File: src/host_port_defines.svh
// Constants for the dual channel host bus port.
// Assumes inclusion by bare name from the package and modules.
`ifndef HOST_PORT_DEFINES_SVH
`define HOST_PORT_DEFINES_SVH
`define HP_ADDR_W        3
`define HP_DATA_W        8
`define HP_AFR_ADDR      3'h2
`define HP_MCR_ADDR      3'h4
`define HP_AFR_BOTH_BIT  0
`define HP_MCR_IR_BIT    6
`define HP_RESET_BYTE    8'h00
`define HP_SEL_CHAN_A    1'b1
`endif

File: src/host_port_pkg.sv
// Types for the dual channel host bus port.
// Assumes host_port_defines.svh is on the include path.
`include "host_port_defines.svh"
package host_port_pkg;
   typedef struct packed {
      logic                    cs_n;
      logic                    pick;
      logic                    rd_n;
      logic                    wr_n;
      logic [`HP_ADDR_W-1:0]   addr;
      logic [`HP_DATA_W-1:0]   din;
   } bus_in_t;
   typedef enum logic [2:0] {
      ST_IDLE  = 3'b001,
      ST_READ  = 3'b010,
      ST_WRITE = 3'b100
   } cyc_state_t;
endpackage

File: src/chan_regs.sv
// One channel's register bank and serial line idle control.
// Assumes write strobes arrive as one-cycle pulses on clk.
`timescale 1ns/10ps
`include "host_port_defines.svh"
module chan_regs #(
   parameter int DW = `HP_DATA_W,
   parameter int AW = `HP_ADDR_W
) (
   input  wire logic          clk,       // System clock
   input  wire logic          rst,       // Sync reset, high
   input  wire logic          wr_en,     // Write pulse
   input  wire logic [AW-1:0] addr,      // Register index
   input  wire logic [DW-1:0] wdata,     // Write data
   input  wire logic          tx_data,   // Serial bit from transmitter
   input  wire logic          tx_busy,   // Transmitter sending
   output logic      [DW-1:0] rdata,     // Read data
   output logic               ir_mode,   // Infrared mode
   output logic               serial_out // Transmit pin
);
   logic [DW-1:0] regs_ff [2**AW];

   // ************************************************
   // Register bank
   // ************************************************
   always_ff @(posedge clk) begin
      if (rst) begin
         for (int i = 0; i < 2**AW; i++) begin
            regs_ff[i] <= `HP_RESET_BYTE;
         end
      end else if (wr_en) begin
         regs_ff[addr] <= wdata;
      end
   end

   assign rdata   = regs_ff[addr];
   assign ir_mode = regs_ff[`HP_MCR_ADDR][`HP_MCR_IR_BIT];

   // ************************************************
   // Transmit pin idle level
   // ************************************************
   logic serial_out_ff;
   always_ff @(posedge clk) begin
      if (rst) begin
         serial_out_ff <= 1'b1;
      end else if (tx_busy) begin
         serial_out_ff <= ir_mode ? ~tx_data : tx_data;
      end else begin
         serial_out_ff <= ~ir_mode;
      end
   end
   assign serial_out = serial_out_ff;
endmodule

File: src/host_bus_port.sv
// Top of the dual channel parallel host bus port.
// Assumes bus pins are synchronous to clk; data pins tri-stated outside.
// Overview of operation
// - A read strobe fall reads the addressed register onto the data bus.
// - A write strobe rise stores the bus byte into the addressed register.
// - Chip select low enables access, steered by the channel pick.
// - Channel pick low selects channel B, high selects channel A.
// - Alternate function bit 0 makes one write update both channels.
// - Each channel drives its interrupt high while requesting service.
// - Each channel drives a low-active ready showing transmit space.
// - Modem control bit 6 switches a channel to the infrared path.
// - In standard mode transmit idles high, including reset.
// - In infrared mode transmit rests low when idle.
// - Three address lines select a register; data is eight bits wide.
`timescale 1ns/10ps
`include "host_port_defines.svh"
module host_bus_port #(
   parameter int DW = `HP_DATA_W,
   parameter int AW = `HP_ADDR_W
) (
   input  wire logic                   clk,         // System clock
   input  wire logic                   rst,         // Sync reset, high
   input  wire host_port_pkg::bus_in_t bus_in,      // Host bus pins
   output logic [DW-1:0]               data_out,    // Data bus drive
   output logic                        data_oe,     // Data bus enable
   input  wire logic [1:0]             svc_req,     // Channel service req
   input  wire logic [1:0]             tx_space,    // Channel can accept
   input  wire logic [1:0]             tx_data,     // Serial bits
   input  wire logic [1:0]             tx_busy,     // Transmitters busy
   output logic                        irq_chan_a,  // Interrupt A
   output logic                        irq_chan_b,  // Interrupt B
   output logic                        tx_space_avail_a_n, // Ready A
   output logic                        tx_space_avail_b_n, // Ready B
   output logic                        serial_out_a, // Transmit A
   output logic                        serial_out_b, // Transmit B
   output logic [1:0]                  ir_mode      // Infrared mode
);
   host_port_pkg::cyc_state_t state_ff;
   logic            rd_n_ff;
   logic            wr_n_ff;
   logic [1:0]      wr_pulse;
   logic [DW-1:0]   rdata [2];
   logic [DW-1:0]   data_out_ff;
   logic            data_oe_ff;
   logic            both_ff;
   logic [1:0]      irq_ff;
   logic [1:0]      rdy_n_ff;
   logic [1:0]      ser;

   // Index 1 is channel A, index 0 channel B
   function automatic logic [1:0] chan_mask(input logic pick,
                                            input logic both);
      if (both) begin
         chan_mask = 2'h3;
      end else if (pick == `HP_SEL_CHAN_A) begin
         chan_mask = 2'h2;
      end else begin
         chan_mask = 2'h1;
      end
   endfunction

   wire sel      = ~bus_in.cs_n;
   wire rd_fall  = sel & rd_n_ff & ~bus_in.rd_n;
   wire wr_fall  = sel & wr_n_ff & ~bus_in.wr_n;
   wire wr_rise  = sel & ~wr_n_ff & bus_in.wr_n;

   // ************************************************
   // Strobe edge detection
   // ************************************************
   always_ff @(posedge clk) begin
      if (rst) begin
         rd_n_ff <= 1'b1;
         wr_n_ff <= 1'b1;
      end else begin
         rd_n_ff <= bus_in.rd_n;
         wr_n_ff <= bus_in.wr_n;
      end
   end

   // ************************************************
   // Cycle state
   // ************************************************
   always_ff @(posedge clk) begin
      if (rst) begin
         state_ff <= host_port_pkg::ST_IDLE;
      end else begin
         case (state_ff)
            host_port_pkg::ST_IDLE: begin
               if (rd_fall) begin
                  state_ff <= host_port_pkg::ST_READ;
               end else if (wr_fall) begin
                  state_ff <= host_port_pkg::ST_WRITE;
               end
            end
            host_port_pkg::ST_READ: begin
               if (bus_in.rd_n || bus_in.cs_n) begin
                  state_ff <= host_port_pkg::ST_IDLE;
               end
            end
            host_port_pkg::ST_WRITE: begin
               if (bus_in.wr_n || bus_in.cs_n) begin
                  state_ff <= host_port_pkg::ST_IDLE;
               end
            end
            default: state_ff <= host_port_pkg::ST_IDLE;
         endcase
      end
   end

   // Write lands on strobe rise, one or both channels
   assign wr_pulse = (wr_rise && state_ff == host_port_pkg::ST_WRITE)
                     ? chan_mask(bus_in.pick, both_ff)
                     : 2'h0;

   // ************************************************
   // Broadcast bit shadow of the alternate function reg
   // ************************************************
   always_ff @(posedge clk) begin
      if (rst) begin
         both_ff <= 1'b0;
      end else if (wr_pulse != 2'h0 && bus_in.addr == `HP_AFR_ADDR) begin
         both_ff <= bus_in.din[`HP_AFR_BOTH_BIT];
      end
   end

   // ************************************************
   // Channel banks
   // ************************************************
   for (genvar c = 0; c < 2; c++) begin : g_chan
      chan_regs #(.DW(DW), .AW(AW)) u_chan (
         .clk        (clk),
         .rst        (rst),
         .wr_en      (wr_pulse[c]),
         .addr       (bus_in.addr),
         .wdata      (bus_in.din),
         .tx_data    (tx_data[c]),
         .tx_busy    (tx_busy[c]),
         .rdata      (rdata[c]),
         .ir_mode    (ir_mode[c]),
         .serial_out (ser[c])
      );
   end

   // ************************************************
   // Read data drive
   // ************************************************
   always_ff @(posedge clk) begin
      if (rst) begin
         data_out_ff <= `HP_RESET_BYTE;
         data_oe_ff  <= 1'b0;
      end else if (bus_in.cs_n || bus_in.rd_n) begin
         data_oe_ff  <= 1'b0;
      end else if (rd_fall) begin
         data_out_ff <= (bus_in.pick == `HP_SEL_CHAN_A)
                        ? rdata[1] : rdata[0];
         data_oe_ff  <= 1'b1;
      end
   end

   // ************************************************
   // Status outputs
   // ************************************************
   always_ff @(posedge clk) begin
      if (rst) begin
         irq_ff   <= 2'h0;
         rdy_n_ff <= 2'h3;
      end else begin
         irq_ff   <= svc_req;
         rdy_n_ff <= ~tx_space;
      end
   end

   assign data_out           = data_out_ff;
   assign data_oe            = data_oe_ff;
   assign irq_chan_a         = irq_ff[1];
   assign irq_chan_b         = irq_ff[0];
   assign tx_space_avail_a_n = rdy_n_ff[1];
   assign tx_space_avail_b_n = rdy_n_ff[0];
   assign serial_out_a       = ser[1];
   assign serial_out_b       = ser[0];
endmodule

File: config.mk
export PLATFORM = sky130hd
export DESIGN_NAME = host_bus_port
export DESIGN_NICKNAME = d
export VERILOG_FILES = /design/src/host_port_pkg.sv /design/src/chan_regs.sv /design/src/host_bus_port.sv
export VERILOG_INCLUDE_DIRS = /design/src
export SDC_FILE = /design/constraint.sdc
export NUM_CORES = 1
export LEC_CHECK = 0
export BUFFER_PORTS_ARGS = -buffer_cell sky130_fd_sc_hd__buf_2
export CORE_MARGIN = 2
export CORE_UTILIZATION = 55
export DETAILED_ROUTE_END_ITERATION = 8
export GPL_ROUTABILITY_DRIVEN = 0
export GPL_TIMING_DRIVEN = 0
export HOLD_SLACK_MARGIN = 0.02
export PLACE_DENSITY = 0.73
export SETUP_SLACK_MARGIN = 0.1
export SLEW_MARGIN = 5
export SYNTH_ARGS = -nofsm -noshare
export SYNTH_HDL_FRONTEND = slang
export SYNTH_HIERARCHICAL = 1
export SYNTH_SLANG_ARGS = --single-unit
File: constraint.sdc
create_clock -name clk -period 3.35 [get_ports clk]
set_input_delay 0 -clock clk [delete_from_list [all_inputs] [get_ports clk]]
set_output_delay 0 -clock clk [all_outputs]
set_load 0.01 [all_outputs]
Yosys cells after proc, flatten, opt, wreduce, memory -nomap -nowiden
Memory sizes are Yosys's and may differ from the RTL's.
Cells that the tools add are included.
{ "word_totals": {"mem_count": 2, "regBits": 21, "wordCells": 72, "ram_bits": 128} }
{ "classes": {"eq_ne": 7, "muxes": 27, "reduce_logical": 10, "bitwise": 16} }
{ "mem_list": {"columns": ["name", "depth", "word_bits", "read_ports", "rd_clocked_by_memory_dff", "write_ports", "line_no", "source"], "rows": [
  ["g_chan[0].u_chan.regs_ff", 8, 8, 2, 0, 8, "chan_regs.sv:20", "logic [DW-1:0] regs_ff [2**AW];"],
  ["g_chan[1].u_chan.regs_ff", 8, 8, 2, 0, 8, "chan_regs.sv:20", null]
]} }
{ "ops": {"columns": ["operator", "count"], "rows": [
  ["two-way mux 8 bit", 3],
  ["two-way mux 3 bit", 6],
  ["OR reduction 8 bit", 2],
  ["two-way mux 1 bit", 14],
  ["NOT 1 bit", 9],
  ["case mux 3 bit (3 select lines)", 1],
  ["bitwise AND 1 bit", 6],
  ["== test 3 x 2 -> 1 bit, second input constant", 2],
  ["two-way mux 2 bit", 3],
  ["inequality test 2 bit, second input constant", 2],
  ["== test 3 x 1 -> 1 bit, second input constant", 1],
  ["== test 3 bit, second input constant", 1],
  ["inequality test 3 bit, second input constant", 1],
  ["AND reduction 3 bit", 1],
  ["logical AND 1 bit", 2],
  ["logical OR 1 bit", 2],
  ["NOT 2 bit", 1],
  ["AND reduction 2 bit", 1],
  ["nonzero test 2 bit", 1],
  ["OR reduction 2 bit", 1]
]} }

Logic depth before layout (Yosys ltp)
{ "logic_depth": {"ltp_word": 10, "depth_mapped": 8, "depth_no_buf": 6} }

By module
The synthesis kept the hierarchy.
{ "modules_own_cells": {"columns": ["mod", "cells_per_inst", "area_each_um2", "n_inst", "seq_area_each_um2"], "rows": [
  ["chan_regs (g_chan[1].u_chan)", 200, 3049.2, 1, 1941.9],
  ["chan_regs (g_chan[0].u_chan)", 189, 3017.9, 1, 1941.9],
  ["host_bus_port", 82, 823.3, 1, 380.4]
]} }

Least setup slack after synthesis
OpenSTA, ideal clock, no wires.
{ "synth_timing": {"kind": "register to register", "start": "register state_ff[1]", "end": "memory g_chan[1].u_chan/regs_ff[3][0] in the netlist's numbering, enable pin", "arrival_time_ns": 1.827, "synth_period_minus_slack_ns": 2.136, "setup_ns": 0.309, "slack_ns": 1.214, "stages_incl_launch_ff": 7, "n_path_buf": 0, "path_cell_list": "dfxtp_1 nor4b_2 nand2_1 nor2_1 or3b_2 nor2_1 or2_2"} }
{ "synth_rtl": {"columns": ["element", "line_no", "source"], "rows": [
  ["from (decl)", "host_bus_port.sv:38", "host_port_pkg::cyc_state_t state_ff;"],
  ["from (signal assigned)", "host_bus_port.sv:85", "state_ff <= host_port_pkg::ST_IDLE;"],
  ["from (signal assigned)", "host_bus_port.sv:90", "state_ff <= host_port_pkg::ST_READ;"],
  ["from (signal assigned)", "host_bus_port.sv:92", "state_ff <= host_port_pkg::ST_WRITE;"],
  ["to (decl)", "chan_regs.sv:20", null]
]} }

==> results.ini <==
[run_status]
status = complete, no violations

[finish]
final_cell_mix = and2_1, edfxtp_1, buf_2
antenna_cells = 0
area_growth_pct = 16.6
stdcell_count = 727
drive_gt1_frac = 0.256
fin_nets = 571

[timing]
slew_viol_final = 0
fin_setup_tns_ps = 0
fin_crit_ps = 2800
slew-limit-headroom = 0.339
worstMarginPinSlew_ps = 984
period_share = 0.835
skew_ps = 4.94
hold_violations = 0
fmax_mhz = 357
setup_viol = 0
rsz0062_at_grt = false

[setup_path]
required_ps = 3460
cp-end-kind = flop
reg2reg_from = state_ff[1]$_SDFFE_PP0P_
crit_fanout = 9
cp-start-kind = flop
max_stage_delay_ps = 520
cp_top_family = simple AND/OR/NAND/NOR gates
crit_slowest_cell = or3b_2
crit_path_start = state_ff[1]$_SDFFE_PP0P_
crit_type = reg -> reg
crit_path_cell_trace = nor4b_2 -> nand2_1 -> nor2_1 -> or3b_2 -> nor2_1 -> or2_2
cp_common_cell = nor2_1
crit_arrival_ps = 2910
worst-path-buf-inv = 0

[grt]
gr-total-overflow = 0
grt_max_degree = 18
grt_pass1_wl_mm = 23.0
grt_pass1_vias = 4118
grt_usage = 0.243
antenna_found_initial = 0

[die]
core_area_um2 = 12100
die-width_um = 116
fp.dieArea_um2 = 13400
io_pins = 42
die_y_um = 116
initial_core_util = 0.569
fp-row-count = 40

[clock_tree]
root_buffer = clkbuf_16
clock_latency_ps = 420
clock_path_buffers = 2
cts_num_sinks = 149
cts-hold-fix-buffers = 16
path_clk_slew_ps = 60
cts-buffers-inserted = 17
cts_tree = yes
cts.htree.levels = 4
cts_setup_buffers = 0
cts_resized = 0

[routing]
drc = 0
wirelength_mm = 15.2
ant_nets = 0
num_vias = 4128
wire_per_inst_um = 20.8
drt_pass1_iterations = 5
vias_per_cell = 5.68
drtIter0Drc = 360

[synth]
synthFlopType = edfxtp_1
ys_types = 46
async_flop_share = 0
synthCells = 471
synthesis.area_um2 = 6890
synth_seq_cells = 149
ys_warn_count = 6
seq_area_frac_synth = 0.619
synth-edff-count = 128
syn_nets = 496
syn_area_per_cell_um2 = 14.6

[pwr]
powerDensity_nw_per_um2 = 528
ir_drop_v = 0.000312
leakage_nw = 3.09

[run]
drv_cap = 0

[worst_hold_path]
hold_start = bus_in[9]
hold_class = in -> reg

[placed_design]
dp_cells = 679
dp_hpwl_mm = 9.99
place.port_buffers = 40

## final cells by class
| cell class | instances | area [um2] |
|---|---|---|
| Buffer | 17 | 119 |
| Clock buffer | 18 | 429 |
| Clock inverter | 14 | 141 |
| Fill cell | 892 | 4080 |
| Inverter | 1 | 3.75 |
| Multi-Input combinational cell | 304 | 2500 |
| Sequential cell | 149 | 4260 |
| Tap cell | 168 | 210 |
| Timing Repair Buffer | 56 | 360 |
## worst paths after layout
kind                                                                      to  slack [ps]  depth (start not counted)
worst max-delay path            g_chan[1].u_chan/regs_ff[2][2]$_SDFFCE_PN0P_         550                          6
worst min-delay path                                    both_ff$_SDFFE_PP0P_          40                          3
worst max register to register  g_chan[1].u_chan/regs_ff[2][2]$_SDFFCE_PN0P_         550                          6
worst min register to register                          data_oe$_SDFFE_PP0P_         470                          2
## sequential cells by signal, summed over array words and instances, names as in the netlist
register                  flops
g_chan.u_chan/serial_out      2
both_ff                       1
data_out                      8
rd_n_ff                       1
irq_ff                        2
state_ff                      3
rdy_n_ff                      2
wr_n_ff                       1
g_chan.u_chan/regs_ff       128
data_oe                       1
## worst min-delay path, delay by kind of cell
kind                   cells  cell delay [ps]
multiplexers               1               80
buffers and inverters      1              190
AND/OR/NAND/NOR            1              120
## per-layer routing
metal  global-route usage  part of all wire
met5                    0                 0
met4               0.0984             0.019
met3               0.0513             0.056
met2                0.402              0.51
met1                0.315              0.41
## Yosys cell counts, types with 2 or more instances
cell type	number	area share
and2_1	128	0.12
edfxtp_1	128	0.56
nor2_1	25	0.014
dfxtp_1	21	0.061
mux4_2	19	0.062
or2_2	18	0.016
mux2_2	16	0.026
nand2b_1	16	0.015
mux2i_1	13	0.019
nand2_1	10	0.0054
mux4_1	8	0.031
a211oi_1	7	0.0076
buf_2	6	0.0044
a21oi_1	4	0.0029
buf_6	4	0.0065
nor2b_1	4	0.0036
clkbuf_1	3	0.0016
nand3b_1	3	0.0033
nor2_2	3	0.0027
or3b_1	3	0.0038
a211oi_2	2	0.0036
buf_1	2	0.0011
nor3_1	2	0.0015
nor3_2	2	0.0029
or3_1	2	0.0018
xnor2_1	2	0.0025
## report_power, final
group          internal [mW]  switching [mW]  leakage [nW]
clock                   1.15           0.687         0.281
sequential              2.07          0.0228          1.51
combinational          0.135           0.174          1.30
total                   3.35           0.884          3.09
## cells by family (layout without fill, tap and decap cells)
family | after synthesis | count (layout) | share of synthesized area
AOI/OAI and AO/OA | 21 | 21 | 0.0231
xor gates and xnor gates | 2 | 2 | 0.00254
buffers and inverters | 18 | 106 | 0.0178
DFF | 149 | 149 | 0.619
muxes | 57 | 57 | 0.140
and+or+nand+nor | 224 | 224 | 0.198
## through the flow
step                cell area (um2)  hold slack (ps)  total power [mW]   util  worst slack, ps
floorplan                      6890             71.6              2.30      -             1210
global placement               7300              175              2.41  0.603              593
detailed placement             7300              178              2.42  0.603              532
CTS                            8030             25.1              4.27  0.663              523
global route                   8030             63.8              4.36  0.663              388
finish                         8030             39.5              4.24  0.663              552
No activity file was read; power rests on OpenSTA's default activity.
